File: config.mk
export PLATFORM = sky130hd
export DESIGN_NAME = compare_timer_channel
export DESIGN_NICKNAME = d
export VERILOG_FILES = /design/src/rtl/compare_timer_pkg.sv /design/src/rtl/compare_timer_channel.sv /design/src/rtl/pin_sync.sv /design/src/rtl/tick_source.sv
export SDC_FILE = /design/constraint.sdc
export NUM_CORES = 1
export LEC_CHECK = 0
export BUFFER_PORTS_ARGS = -buffer_cell sky130_fd_sc_hd__buf_4
export CORE_MARGIN = 10
export CORE_UTILIZATION = 57
export DETAILED_ROUTE_END_ITERATION = 7
export PLACE_DENSITY = 0.85
export SYNTH_ARGS = -nofsm -noshare
export SYNTH_HDL_FRONTEND = slang
export SYNTH_HIERARCHICAL = 1
export SYNTH_SLANG_ARGS = --single-unit
File: constraint.sdc
create_clock -name clk_i -period 4.6 [get_ports clk_i]
set_clock_uncertainty 0.15 [all_clocks]
set_input_delay 0.92 -clock clk_i [delete_from_list [all_inputs] [get_ports clk_i]]
set_output_delay 0.92 -clock clk_i [all_outputs]
set_load 0.01 [all_outputs]
File: src/rtl/compare_timer_pkg.sv
package compare_timer_pkg;

    // ****************************************
    // Bus and register map
    // ****************************************
    localparam int          DATA_W        = 32;
    localparam int          ADDR_W        = 8;
    localparam int          REG_W         = 8;
    localparam logic [7:0]  OFS_CONTROL   = 8'h00;
    localparam logic [7:0]  OFS_STATUS    = 8'h04;
    localparam logic [7:0]  OFS_COUNTER   = 8'h08;
    localparam logic [7:0]  OFS_COMPARE_A = 8'h0c;
    localparam logic [7:0]  OFS_COMPARE_B = 8'h10;

    // ****************************************
    // Field positions and reset values
    // ****************************************
    localparam int          MATCH_B_FLAG_BIT = 7;
    localparam int          MATCH_A_FLAG_BIT = 6;
    localparam int          WRAP_FLAG_BIT    = 5;
    localparam int          RESERVED_BIT     = 4;
    localparam int          FLAG_LSB         = 5;
    localparam int          CTRL_W           = 5;
    localparam logic [7:0]  COUNTER_RESET    = 8'h00;
    localparam logic [7:0]  COMPARE_RESET    = 8'hff;
    localparam logic [7:0]  COUNTER_MAX      = 8'hff;
    localparam logic        RESERVED_VALUE   = 1'b1;
    localparam logic        PIN_RESET        = 1'b0;

    // ****************************************
    // Prescaler taps and timing
    // ****************************************
    localparam int          PRESCALE_W   = 13;
    localparam int          DIV8_BITS    = 3;
    localparam int          DIV64_BITS   = 6;
    localparam int          DIV8192_BITS = 13;
    localparam int          SYNC_W       = 2;
    localparam int          CLK_PERIOD_PS = 5000;

    typedef enum logic [2:0] {
        CLK_OFF      = 3'b000,
        CLK_DIV8     = 3'b001,
        CLK_DIV64    = 3'b010,
        CLK_DIV8192  = 3'b011,
        CLK_CHAIN    = 3'b100,
        CLK_EXT_RISE = 3'b101,
        CLK_EXT_FALL = 3'b110,
        CLK_EXT_BOTH = 3'b111
    } clock_select_t;

    typedef enum logic [1:0] {
        CLR_NONE      = 2'b00,
        CLR_MATCH_A   = 2'b01,
        CLR_MATCH_B   = 2'b10,
        CLR_EXT_RESET = 2'b11
    } clear_select_t;

    typedef enum logic [1:0] {
        ACT_KEEP   = 2'b00,
        ACT_LOW    = 2'b01,
        ACT_HIGH   = 2'b10,
        ACT_TOGGLE = 2'b11
    } output_action_t;

    typedef struct packed {
        clear_select_t clear_select;
        clock_select_t clock_select;
    } channel_control_t;

    typedef struct packed {
        logic           match_b_flag;
        logic           match_a_flag;
        logic           wrap_flag;
        output_action_t match_b_action;
        output_action_t match_a_action;
    } flags_t;

    typedef struct packed {
        logic ack_b;
        logic disable_sel_b;
        logic ack_a;
        logic disable_sel_a;
    } transfer_ack_t;

    localparam channel_control_t CONTROL_RESET = '{CLR_NONE, CLK_OFF};
    localparam flags_t FLAGS_RESET = '{1'b0, 1'b0, 1'b0, ACT_KEEP, ACT_KEEP};

endpackage

File: src/rtl/compare_timer_channel.sv
// Function
// - Compare B equality at a count tick sets the B flag, bit 7.
// - B flag clears by software zero write only after reading it as one.
// - Transfer controller activation by B request clears B flag when not disabled.
// - Compare A equality sets A flag, bit 6; read-one then write-zero clears.
// - Transfer controller activation by A request clears A flag when not disabled.
// - Counter wrapping from maximum to zero sets the wrap flag, bit 5.
// - Wrap flag clears only after being read as one, then written zero.
// - Flag bits accept only zero writes, and ones written change nothing.
// - Status bit 4 is reserved, always reads one, writes ignored.
// - On B match, bits 3-2 keep, lower, raise or toggle the output pin.
// - On A match, bits 1-0 keep, lower, raise or toggle the output pin.
// - Match is taken in the last equal state, at the next count tick.
// - Counter clears on A or B match as the clear selection says.
// - With external clearing, a rising reset input edge zeroes the counter.
// - Clock select picks off, divide by 8, 64, 8192, chain or external.
// - External codes 101, 110, 111 count rising, falling or both edges.
//
// Implementation choices: the address map and the Wishbone register port.
`timescale 1ns/1ps
`default_nettype none

module compare_timer_channel (
    input  wire logic                                   clk_i,
    input  wire logic                                   rst_i,
    input  wire logic                                   wb_cyc_i,
    input  wire logic                                   wb_stb_i,
    input  wire logic                                   wb_we_i,
    input  wire logic [compare_timer_pkg::ADDR_W-1:0]   wb_adr_i,
    input  wire logic [3:0]                             wb_sel_i,
    input  wire logic [compare_timer_pkg::DATA_W-1:0]   wb_dat_i,
    output logic      [compare_timer_pkg::DATA_W-1:0]   wb_dat_o,
    output logic                                        wb_ack_o,
    input  wire logic                                   ext_clock_pin_i,
    input  wire logic                                   ext_reset_pin_i,
    input  wire logic                                   chain_event_i,
    input  wire compare_timer_pkg::transfer_ack_t       transfer_i,
    output logic                                        timer_output_pin_o,
    output logic                                        match_a_interrupt_o,
    output logic                                        match_b_interrupt_o
);
    import compare_timer_pkg::*;

    // ****************************************
    // State
    // ****************************************
    channel_control_t    channel_control;
    flags_t              flags;
    logic [REG_W-1:0]    up_counter;
    logic [REG_W-1:0]    compare_a_value;
    logic [REG_W-1:0]    compare_b_value;
    logic [2:0]          armed;
    logic                pin;
    logic                ext_reset_prev;
    logic [DATA_W-1:0]   read_data;

    channel_control_t    next_channel_control;
    flags_t              next_flags;
    logic [REG_W-1:0]    next_up_counter;
    logic [REG_W-1:0]    next_compare_a_value;
    logic [REG_W-1:0]    next_compare_b_value;
    logic [2:0]          next_armed;
    logic                next_pin;
    logic                next_ext_reset_prev;
    logic [DATA_W-1:0]   next_read_data;
    logic                next_ack;

    logic [SYNC_W-1:0]   pins_sync;
    logic                ext_clock_sync;
    logic                ext_reset_sync;
    logic                tick;
    logic                bus_req;
    logic                access_done;
    logic                low_write;
    logic                status_read_done;
    logic                status_write;
    logic                counter_write;
    logic                match_a;
    logic                match_b;
    logic                ext_reset_rise;
    logic                counter_clear;
    logic                wrap_event;
    logic [2:0]          sw_clear;
    logic [2:0]          flag_set;
    logic [2:0]          flag_clear;
    logic [2:0]          flag_now;
    output_action_t      action;

    pin_sync u_pin_sync (
        .clk_i  (clk_i),
        .rst_i  (rst_i),
        .pin_i  ({ext_reset_pin_i, ext_clock_pin_i}),
        .sync_o (pins_sync)
    );

    assign ext_clock_sync = pins_sync[0];
    assign ext_reset_sync = pins_sync[1];

    tick_source u_tick_source (
        .clk_i          (clk_i),
        .rst_i          (rst_i),
        .clock_select_i (channel_control.clock_select),
        .chain_event_i  (chain_event_i),
        .ext_clock_i    (ext_clock_sync),
        .tick_o         (tick)
    );

    // ****************************************
    // Bus decode
    // ****************************************
    // Writes land at the edge where the master samples ack
    assign bus_req          = wb_cyc_i & wb_stb_i;
    assign access_done      = bus_req & wb_ack_o;
    assign low_write        = access_done & wb_we_i & wb_sel_i[0];
    assign status_write     = low_write & (wb_adr_i == OFS_STATUS);
    assign counter_write    = low_write & (wb_adr_i == OFS_COUNTER);
    assign status_read_done = access_done & ~wb_we_i & (wb_adr_i == OFS_STATUS);

    // ****************************************
    // Compare, clear and wrap events
    // ****************************************
    // Equality is only acted on at a tick, so a match fires once per equal period
    assign match_a = tick & (up_counter == compare_a_value);
    assign match_b = tick & (up_counter == compare_b_value);
    assign ext_reset_rise = ext_reset_sync & ~ext_reset_prev;
    assign counter_clear =
        (match_a & (channel_control.clear_select == CLR_MATCH_A)) |
        (match_b & (channel_control.clear_select == CLR_MATCH_B)) |
        (ext_reset_rise & (channel_control.clear_select == CLR_EXT_RESET));
    // Clear beats bus write, bus write beats increment
    assign wrap_event = tick & (up_counter == COUNTER_MAX) & ~counter_clear & ~counter_write;

    // ****************************************
    // Flag set and clear
    // ****************************************
    assign flag_now = {flags.match_b_flag, flags.match_a_flag, flags.wrap_flag};
    assign flag_set = {match_b, match_a, wrap_event};
    // Software clears a flag only by writing zero to it while armed; transfer activations also clear A and B
    assign sw_clear = {3{status_write}} & ~wb_dat_i[MATCH_B_FLAG_BIT:FLAG_LSB] & armed;
    assign flag_clear = sw_clear | {transfer_i.ack_b & ~transfer_i.disable_sel_b,
                                    transfer_i.ack_a & ~transfer_i.disable_sel_a,
                                    1'b0};

    // Simultaneous A and B: the larger code wins, toggle over high over low
    always_comb begin
        action = ACT_KEEP;
        if (match_a) begin
            action = flags.match_a_action;
        end
        if (match_b && (flags.match_b_action > action)) begin
            action = flags.match_b_action;
        end
    end

    // ****************************************
    // Next state
    // ****************************************
    always_comb begin
        next_channel_control = channel_control;
        next_compare_a_value = compare_a_value;
        next_compare_b_value = compare_b_value;
        next_up_counter      = up_counter;
        next_flags           = flags;
        next_armed           = armed;
        next_pin             = pin;
        next_ext_reset_prev  = ext_reset_sync;
        next_ack             = bus_req & ~wb_ack_o;
        next_read_data       = wb_dat_o;

        if (low_write && (wb_adr_i == OFS_CONTROL)) begin
            next_channel_control = channel_control_t'(wb_dat_i[CTRL_W-1:0]);
        end
        if (low_write && (wb_adr_i == OFS_COMPARE_A)) begin
            next_compare_a_value = wb_dat_i[REG_W-1:0];
        end
        if (low_write && (wb_adr_i == OFS_COMPARE_B)) begin
            next_compare_b_value = wb_dat_i[REG_W-1:0];
        end

        if (counter_clear) begin
            next_up_counter = COUNTER_RESET;
        end else if (counter_write) begin
            next_up_counter = wb_dat_i[REG_W-1:0];
        end else if (tick) begin
            next_up_counter = up_counter + 8'h01;
        end

        if (status_write) begin
            next_flags.match_b_action = output_action_t'(wb_dat_i[3:2]);
            next_flags.match_a_action = output_action_t'(wb_dat_i[1:0]);
            next_armed = 3'b000;
        end
        if (status_read_done) begin
            next_armed = armed | wb_dat_o[MATCH_B_FLAG_BIT:FLAG_LSB];
        end
        // A set arriving with a clear wins
        {next_flags.match_b_flag, next_flags.match_a_flag, next_flags.wrap_flag} =
            (flag_now & ~flag_clear) | flag_set;

        unique case (action)
            ACT_KEEP:   next_pin = pin;
            ACT_LOW:    next_pin = 1'b0;
            ACT_HIGH:   next_pin = 1'b1;
            ACT_TOGGLE: next_pin = ~pin;
        endcase

        if (next_ack && !wb_we_i) begin
            unique case (wb_adr_i)
                OFS_CONTROL:   next_read_data = {27'h0, channel_control};
                OFS_STATUS:    next_read_data = {24'h0, flag_now, RESERVED_VALUE,
                                                 flags.match_b_action, flags.match_a_action};
                OFS_COUNTER:   next_read_data = {24'h0, up_counter};
                OFS_COMPARE_A: next_read_data = {24'h0, compare_a_value};
                OFS_COMPARE_B: next_read_data = {24'h0, compare_b_value};
                default:       next_read_data = '0;
            endcase
        end
    end

    always_ff @(posedge clk_i) begin
        if (rst_i) begin
            channel_control <= CONTROL_RESET;
            compare_a_value <= COMPARE_RESET;
            compare_b_value <= COMPARE_RESET;
            up_counter      <= COUNTER_RESET;
            flags           <= FLAGS_RESET;
            armed           <= 3'b000;
            pin             <= PIN_RESET;
            ext_reset_prev  <= 1'b0;
            wb_ack_o        <= 1'b0;
            wb_dat_o        <= '0;
        end else begin
            channel_control <= next_channel_control;
            compare_a_value <= next_compare_a_value;
            compare_b_value <= next_compare_b_value;
            up_counter      <= next_up_counter;
            flags           <= next_flags;
            armed           <= next_armed;
            pin             <= next_pin;
            ext_reset_prev  <= next_ext_reset_prev;
            wb_ack_o        <= next_ack;
            wb_dat_o        <= next_read_data;
        end
    end

    assign timer_output_pin_o  = pin;
    assign match_a_interrupt_o = flags.match_a_flag;
    assign match_b_interrupt_o = flags.match_b_flag;
endmodule

`default_nettype wire

File: src/rtl/pin_sync.sv
`timescale 1ns/1ps
`default_nettype none

module pin_sync (
    input  wire logic                                   clk_i,
    input  wire logic                                   rst_i,
    input  wire logic [compare_timer_pkg::SYNC_W-1:0]   pin_i,
    output logic      [compare_timer_pkg::SYNC_W-1:0]   sync_o
);
    import compare_timer_pkg::*;

    logic [SYNC_W-1:0] stage_one;

    // ****************************************
    // Two flops per pin; first stage feeds only the second
    // ****************************************
    for (genvar i = 0; i < SYNC_W; i++) begin : g_sync
        always_ff @(posedge clk_i) begin
            if (rst_i) begin
                stage_one[i] <= 1'b0;
                sync_o[i]    <= 1'b0;
            end else begin
                stage_one[i] <= pin_i[i];
                sync_o[i]    <= stage_one[i];
            end
        end
    end

endmodule

`default_nettype wire

File: src/rtl/tick_source.sv
`timescale 1ns/1ps
`default_nettype none

module tick_source (
    input  wire logic                            clk_i,
    input  wire logic                            rst_i,
    input  wire compare_timer_pkg::clock_select_t clock_select_i,
    input  wire logic                            chain_event_i,
    input  wire logic                            ext_clock_i,
    output logic                                 tick_o
);
    import compare_timer_pkg::*;

    logic [PRESCALE_W-1:0] divider;
    logic [PRESCALE_W-1:0] next_divider;
    logic                  ext_prev;
    logic                  next_ext_prev;
    logic                  ext_rise;
    logic                  ext_fall;

    always_comb begin
        next_divider  = divider + 13'h0001;
        next_ext_prev = ext_clock_i;
    end

    always_ff @(posedge clk_i) begin
        if (rst_i) begin
            divider  <= '0;
            ext_prev <= 1'b0;
        end else begin
            divider  <= next_divider;
            ext_prev <= next_ext_prev;
        end
    end

    assign ext_rise = ext_clock_i & ~ext_prev;
    assign ext_fall = ~ext_clock_i & ext_prev;

    // ****************************************
    // Count enable select
    // ****************************************
    // Divided clocks tick where their top tap would fall
    always_comb begin
        unique case (clock_select_i)
            CLK_OFF:      tick_o = 1'b0;
            CLK_DIV8:     tick_o = &divider[DIV8_BITS-1:0];
            CLK_DIV64:    tick_o = &divider[DIV64_BITS-1:0];
            CLK_DIV8192:  tick_o = &divider[DIV8192_BITS-1:0];
            CLK_CHAIN:    tick_o = chain_event_i;
            CLK_EXT_RISE: tick_o = ext_rise;
            CLK_EXT_FALL: tick_o = ext_fall;
            CLK_EXT_BOTH: tick_o = ext_rise | ext_fall;
        endcase
    end

endmodule

`default_nettype wire

-- Yosys cells after proc, flatten, opt, wreduce, memory -nomap -nowiden
Index checks and enable logic that the tools add are counted.
- muxes and demuxes: 9
- bitwise logic cells: 43
- add/subtract/negate cells: 2
- eq/ne operators: 20
- reduce and logical (&&, ||, !) cells: 15
- magnitude comparators: 1
- operator list (kind ; count):
    $pmux W8 S5 ; 1
    $and A1 B1 Y1 ; 22
    $eq A8 B4 Y1 const B ; 2
    $eq A8 B8 Y1 ; 2
    $mux W8 ; 2
    $add A13 B1 Y13 const B ; 1
    $reduce_and A13 Y1 ; 1
    $eq A3 B3 Y1 const B ; 4
    $not A1 Y1 ; 10
    $and A3 B3 Y3 ; 3
    $or A3 B3 Y3 ; 3
    $add A8 B1 Y8 const B ; 1
    $eq A2 B2 Y1 const B ; 4
    $eq A8 B3 Y1 const B ; 1
    $eq A8 B5 Y1 const B ; 1
    $eq A8 B8 Y1 const B ; 1
    $logic_not A8 Y1 ; 1
    $pmux W1 S8 ; 1
    $eq A3 B2 Y1 const B ; 2
    $mux W3 ; 2
    $not A3 Y3 ; 2
    $reduce_and A6 Y1 ; 1
    $logic_and A1 B1 Y1 ; 5
    $eq A2 B1 Y1 const B ; 2
    other kinds (11) ; 15
- flip-flop bits (word level): 92
- output and inout bits: 36
- word-level logic and storage cells: 111

-- Longest topological paths before layout
- word-level depth: 12
- mapped depth: 15
- mapped depth without buffers: 14

-- By module
Netlist, hierarchy kept.
- by module, submodules not included (module ; area each (µm²) ; cells each ; instances):
    compare_timer_channel ; 2802.7 ; 336 ; 1
    tick_source ; 708.2 ; 77 ; 1
    pin_sync ; 105.1 ; 8 ; 1

-- Worst setup path before layout
OpenSTA, ideal clock, no wires.
- path type: input-to-reg
- start: input chain_event_i
- end: register pin, in the netlist timer_output_pin_o
- setup slack: 1561 ps
- setup time: 121 ps
- stages on the path: 9
- path buffers: 1
- data required time: 4329 ps
- data arrival time: 2769 ps
- cells stage by stage: a211oi_1 -> a211oi_1 -> clkbuf_1 -> and2_1 -> and4_1 -> inv_1 -> ha_1 -> a211oi_1 -> mux2_2
- longest elaborated chain between the ends: 8
- RTL lines (element ; line ; RTL):
    start: declaration ; compare_timer_channel.sv:36 ; input wire logic chain_event_i,
    $pmux W1 S8 (*) ; tick_source.sv:44 ; unique case (clock_select_i)
    via tick ; compare_timer_channel.sv:71 ; logic tick;
    $and A1 B1 Y1 ; compare_timer_channel.sv:123 ; assign match_a = tick & (up_counter == compare_a_value);
    $mux W2 ; compare_timer_channel.sv:147 ; if (match_a) begin
    $gt A2 B2 Y1 ; compare_timer_channel.sv:150 ; if (match_b && (flags.match_b_action > action)) begin
    $logic_and A1 B1 Y1 ; compare_timer_channel.sv:150 ;
    $mux W2 (*) ; compare_timer_channel.sv:150 ;
    $eq A2 B2 Y1 / $eq A2 B1 Y1 (equally long branches) ; compare_timer_channel.sv:200 ; unique case (action)
    $pmux W1 S3 ; compare_timer_channel.sv:200 ;
    end signal: assignment ; compare_timer_channel.sv:239 ; pin <= next_pin;
    end: declaration ; compare_timer_channel.sv:53 ; logic pin;
Mark *: on every way through the listed nets, which the timed path passes. The rest lies on a longest branch.
A chain may end at the register's enable or synchronous reset.

-- Worst setup path after layout
- start: register u_tick_source.divider[0]
- end: register flags, in the netlist flag_now[0]
- longest elaborated chain between the ends: 10
- RTL lines (element ; line ; RTL):
    start: declaration ; tick_source.sv:14 ; logic [PRESCALE_W-1:0] divider;
    start signal: assignment ; tick_source.sv:31 ; divider <= next_divider;
    $reduce_and A13 Y1, or another cell as far along ; tick_source.sv:48 ; CLK_DIV8192: tick_o = &divider[DIV8192_BITS-1:0];
    $pmux W1 S8 (*) ; tick_source.sv:44 ;
    via tick ; compare_timer_channel.sv:71 ;
    $and A1 B1 Y1 (on tied branches) ; compare_timer_channel.sv:123, compare_timer_channel.sv:124 ;
    $and A1 B1 Y1 (on tied branches) ; compare_timer_channel.sv:127, compare_timer_channel.sv:128 ;
    $or A1 B1 Y1 ; compare_timer_channel.sv:127 ; (match_a & (channel_control.clear_select == CLR_MATCH_A)) |
    $or A1 B1 Y1 ; compare_timer_channel.sv:128 ; (match_b & (channel_control.clear_select == CLR_MATCH_B)) |
    $not A1 Y1 ; compare_timer_channel.sv:131 ; assign wrap_event = tick & (up_counter == COUNTER_MAX) & ~counter_clear & ~counter_write;
    $and A1 B1 Y1 (*) (2 in a row) ; compare_timer_channel.sv:131 ;
    $or A3 B3 Y3 (*) ; compare_timer_channel.sv:198 ; (flag_now & ~flag_clear) | flag_set;
    end signal: assignment ; compare_timer_channel.sv:237 ; flags <= next_flags;
    end: declaration ; compare_timer_channel.sv:48 ; flags_t flags;
Marked as above.

==> impl_metrics.yaml <==
global_route:
  grt_pass1_wl_um: 14600
  grt_use_met2: 0.289
  track_usage: 0.177
  grt_overflow: 0
  grt_pass1_vias: 2983
  grt_max_degree: 63
  gr-usage-met3: 0.0526
  grt.busiest_layer: "met2"
  use_met1: 0.211
  antenna_found_initial: 0
route:
  drt_iter0_drc: 193
  ant_nets: 0
  drc: 0
  viasPerCell: 5.74
  drt-pass1-iter-count: 5
  vias: 3041
  wl_per_cell_um: 16.8
  routed_wl_um: 8880
clock_tree:
  cts_setup_buffers: 0
  clk-insertion-delay-late_ns: 0.34
  cts.htree.levels: 3
  clockBufferDepth: 2
  cts_tree: "yes"
  cts.sinks: 68
  clk_pin_slew_ns: 0.07
  cts.repair.resized: 0
  ctsHoldBuffers: 0
  clockRootBuffer: "clkbuf_8"
  cts_made_buffers: 9
synthesis:
  synth_ff_type: "dfxtp_1"
  yosys-top-cells-area: "dfxtp_1, buf_4, nand2_1"
  synth-seq-cells: 68
  synthCells: 421
  syn_area_per_cell_um2: 8.59
  synthMuxAreaShare: 0.0311
  synth_cell_types: 50
  yosys.area_share.xor_xnor: 0.0775
  ys_async_sr_fraction: 0
  synth_top_area_cell: "dfxtp_1"
  synthSimpleGateAreaFrac: 0.268
  synth_top_family_by_area: "simple AND/OR/NAND/NOR gates"
  netlist_area_mm2: 0.00362
  yosysSeqAreaShare: 0.376
  synthAdderAreaFrac: 0.0242
  yosys_warnings: 6
  synth.top_cell.area_share: 0.376
  synth_compound_area_frac: 0.133
  synth_edf_count: 0
placement:
  dp_cells: 514
  dpl_worst_slack_ns: 1.28
  gp_congestion: 0.880
  placed_area_mm2: 0.00384
  place_hpwl_um: 6390
  io_buffers: 40
timing:
  max_freq_mhz: 321
  worst_pin_slew_ns: 0.948
  setup_ws_ns: 1.49
  min_period_ns: 3.11
  tns_ns: 0
  fin_crit_sh: 0.677
  finalHoldViolCount: 0
  slew_viol_final: 0
  relSlewSlack: 0.363
  setup_viol: 0
  rsz0062_at_grt: "false"
setup_path:
  rr_endpoint: "flag_now[0]"
  cp-end-kind: "flip-flop"
  cp.required_ns: 4.65
  crit_buf_inv: 1
  crit_end: "flag_now[0]"
  cp_cell_sequence: "ha_1 > nand2_1 > nor2_1 > a311oi_1 > a211oi_1 > buf_4 > nand4_1 > or4_1 > o211ai_2 > o32ai_1"
  cpMaxStageDelayCell: "or4_1"
  arrival_ns: 3.16
  startpoint: "u_tick_source/divider[0]"
  cp_slowest_stage_delay_ns: 0.64
  r2r_slack_ns: 1.49
  cp_top_family: "simple AND/OR/NAND/NOR gates"
  worstSetupPathType: "flip-flop to flip-flop"
  r2r-start: "u_tick_source/divider[0]"
  worst-path-stages: 10
  path_max_fanout: 9
  r2r_cells: 10
  worstSetupStartpointType: "flip-flop"
floorplan:
  num_io_pins: 92
  start_util: 0.600
  die_w_um: 99.6
  chipHeight_um: 99.6
  die_area_mm2: 0.00993
  num_rows: 28
  core_area_mm2: 0.00603
pwr:
  leakagePower_nw: 1.58
  powerDensity_mw_per_mm2: 310
  peakVddDrop_v: 0.000236
final_layout:
  n_fill_cell: 505
  area_delta_synth_final_pct: 12.6
  final_cell_mix: "dfxtp_1, nand2_1, buf_4, nor2_1, conb_1"
  fin_util: 0.676
  regArea_mm2: 0.00136
  drive_above_1_share: 0.147
  final_common_cell: "dfxtp_1"
  instances_no_fill: 530
  finalNetCount: 513
  multi_input_area_mm2: 0.00202
  n_antenna_cell: 0
  design_area_mm2: 0.00407
status:
  outcome: "complete, no violations"
job:
  maxCapViolCount: 0
worst_hold_path:
  hp-class: "flip-flop to flip-flop"
kinds of logic (layout without fill, tap and decap cells):
family / Yosys count / count (layout)
xor+xnor: 32 / 32
mux: 11 / 11
buf+inv: 59 / 70
fa+ha+maj: 7 / 7
compound gates: 66 / 66
other cells: 1 / 24
simple gates: 177 / 177
flops: 68 / 68
worst min-delay path by stage:
stage                                  from              endpoint  slack [ns]  cells after the start
finish              u_pin_sync/stage_one[1]  u_pin_sync/sync_o[1]        0.29                      1
global route        u_pin_sync/stage_one[1]  u_pin_sync/sync_o[1]        0.31                      1
global placement    u_pin_sync/stage_one[1]  u_pin_sync/sync_o[1]        0.27                      1
CTS                 u_pin_sync/stage_one[1]  u_pin_sync/sync_o[1]        0.29                      1
floorplan           u_pin_sync/stage_one[0]  u_pin_sync/sync_o[0]        0.26                      1
detailed placement  u_pin_sync/stage_one[1]  u_pin_sync/sync_o[1]        0.28                      1
cells in the mapped netlist, drive strengths merged (4+ instances only):
cell / count
nand3: 18
nand4: 9
buf: 27
clkbuf: 20
a211oi: 11
a21oi: 14
xor2: 15
nand2: 44
nand3b: 8
ha: 7
a221oi: 4
nor3: 12
nor2: 39
a221o: 4
a211o: 8
inv: 12
mux2i: 9
a22oi: 6
dfxtp: 68
nor2b: 20
o21ai: 8
and2: 4
xnor2: 17
nand2b: 7
report_power, final:
group / switching [mW] / internal (mW) / total [mW]
logic: 0.0535 / 0.0358 / 0.0892
registers: 0.00469 / 0.595 / 0.600
clock network: 0.224 / 0.348 / 0.572
registers in the layout, summed over array words and instances, names as in the netlist:
register,count
ext_reset_prev,1
match_b_interrupt_o,1
u_pin_sync/stage_one,2
wb_ack_o,1
compare_b_value,8
up_counter,8
armed,3
u_tick_source/divider,13
u_pin_sync/sync_o,2
u_tick_source/ext_prev,1
flags,4
flag_now,1
timer_output_pin_o,1
wb_dat_o,8
channel_control,5
compare_a_value,8
match_a_interrupt_o,1
worst register-to-register path: cells and delay by family (launching register included):
kind                     cells  cell delay (ns)
AND/OR/NAND/NOR              4             1.06
AO/OA/AOI/OAI                4             0.95
flip-flops                   1             0.39
adder cells (fa/ha/maj)      1             0.22
buffers and inverters        1             0.21
layout make-up:
type,count,area share
flip-flops and latches,68,0.334
inverters,12,0.0111
clock inverters,4,0.0172
multi-input cells,317,0.496
well taps,75,0.0230
repair buffers,42,0.0774
clock buffers,12,0.0406
metrics by stage:
| stage | hold WS [ns] | power (mW) |
|---|---|---|
| 2_1_floorplan | 0.264 | 0.675 |
| 3_3_place_gp | 0.270 | 0.697 |
| 3_5_place_dp | 0.278 | 0.699 |
| 4_1_cts | 0.293 | 1.27 |
| 5_1_grt | 0.313 | 1.30 |
| 6_report | 0.293 | 1.26 |
routing by layer:
layer / vias to the layer above / wire length [um]
li1: 1480 / -
met2: 117 / 4340
met3: 21 / 716
met4: 0 / 207
met1: 1423 / 3620
met5: - / 0
(Power assumes the default switching activity.)
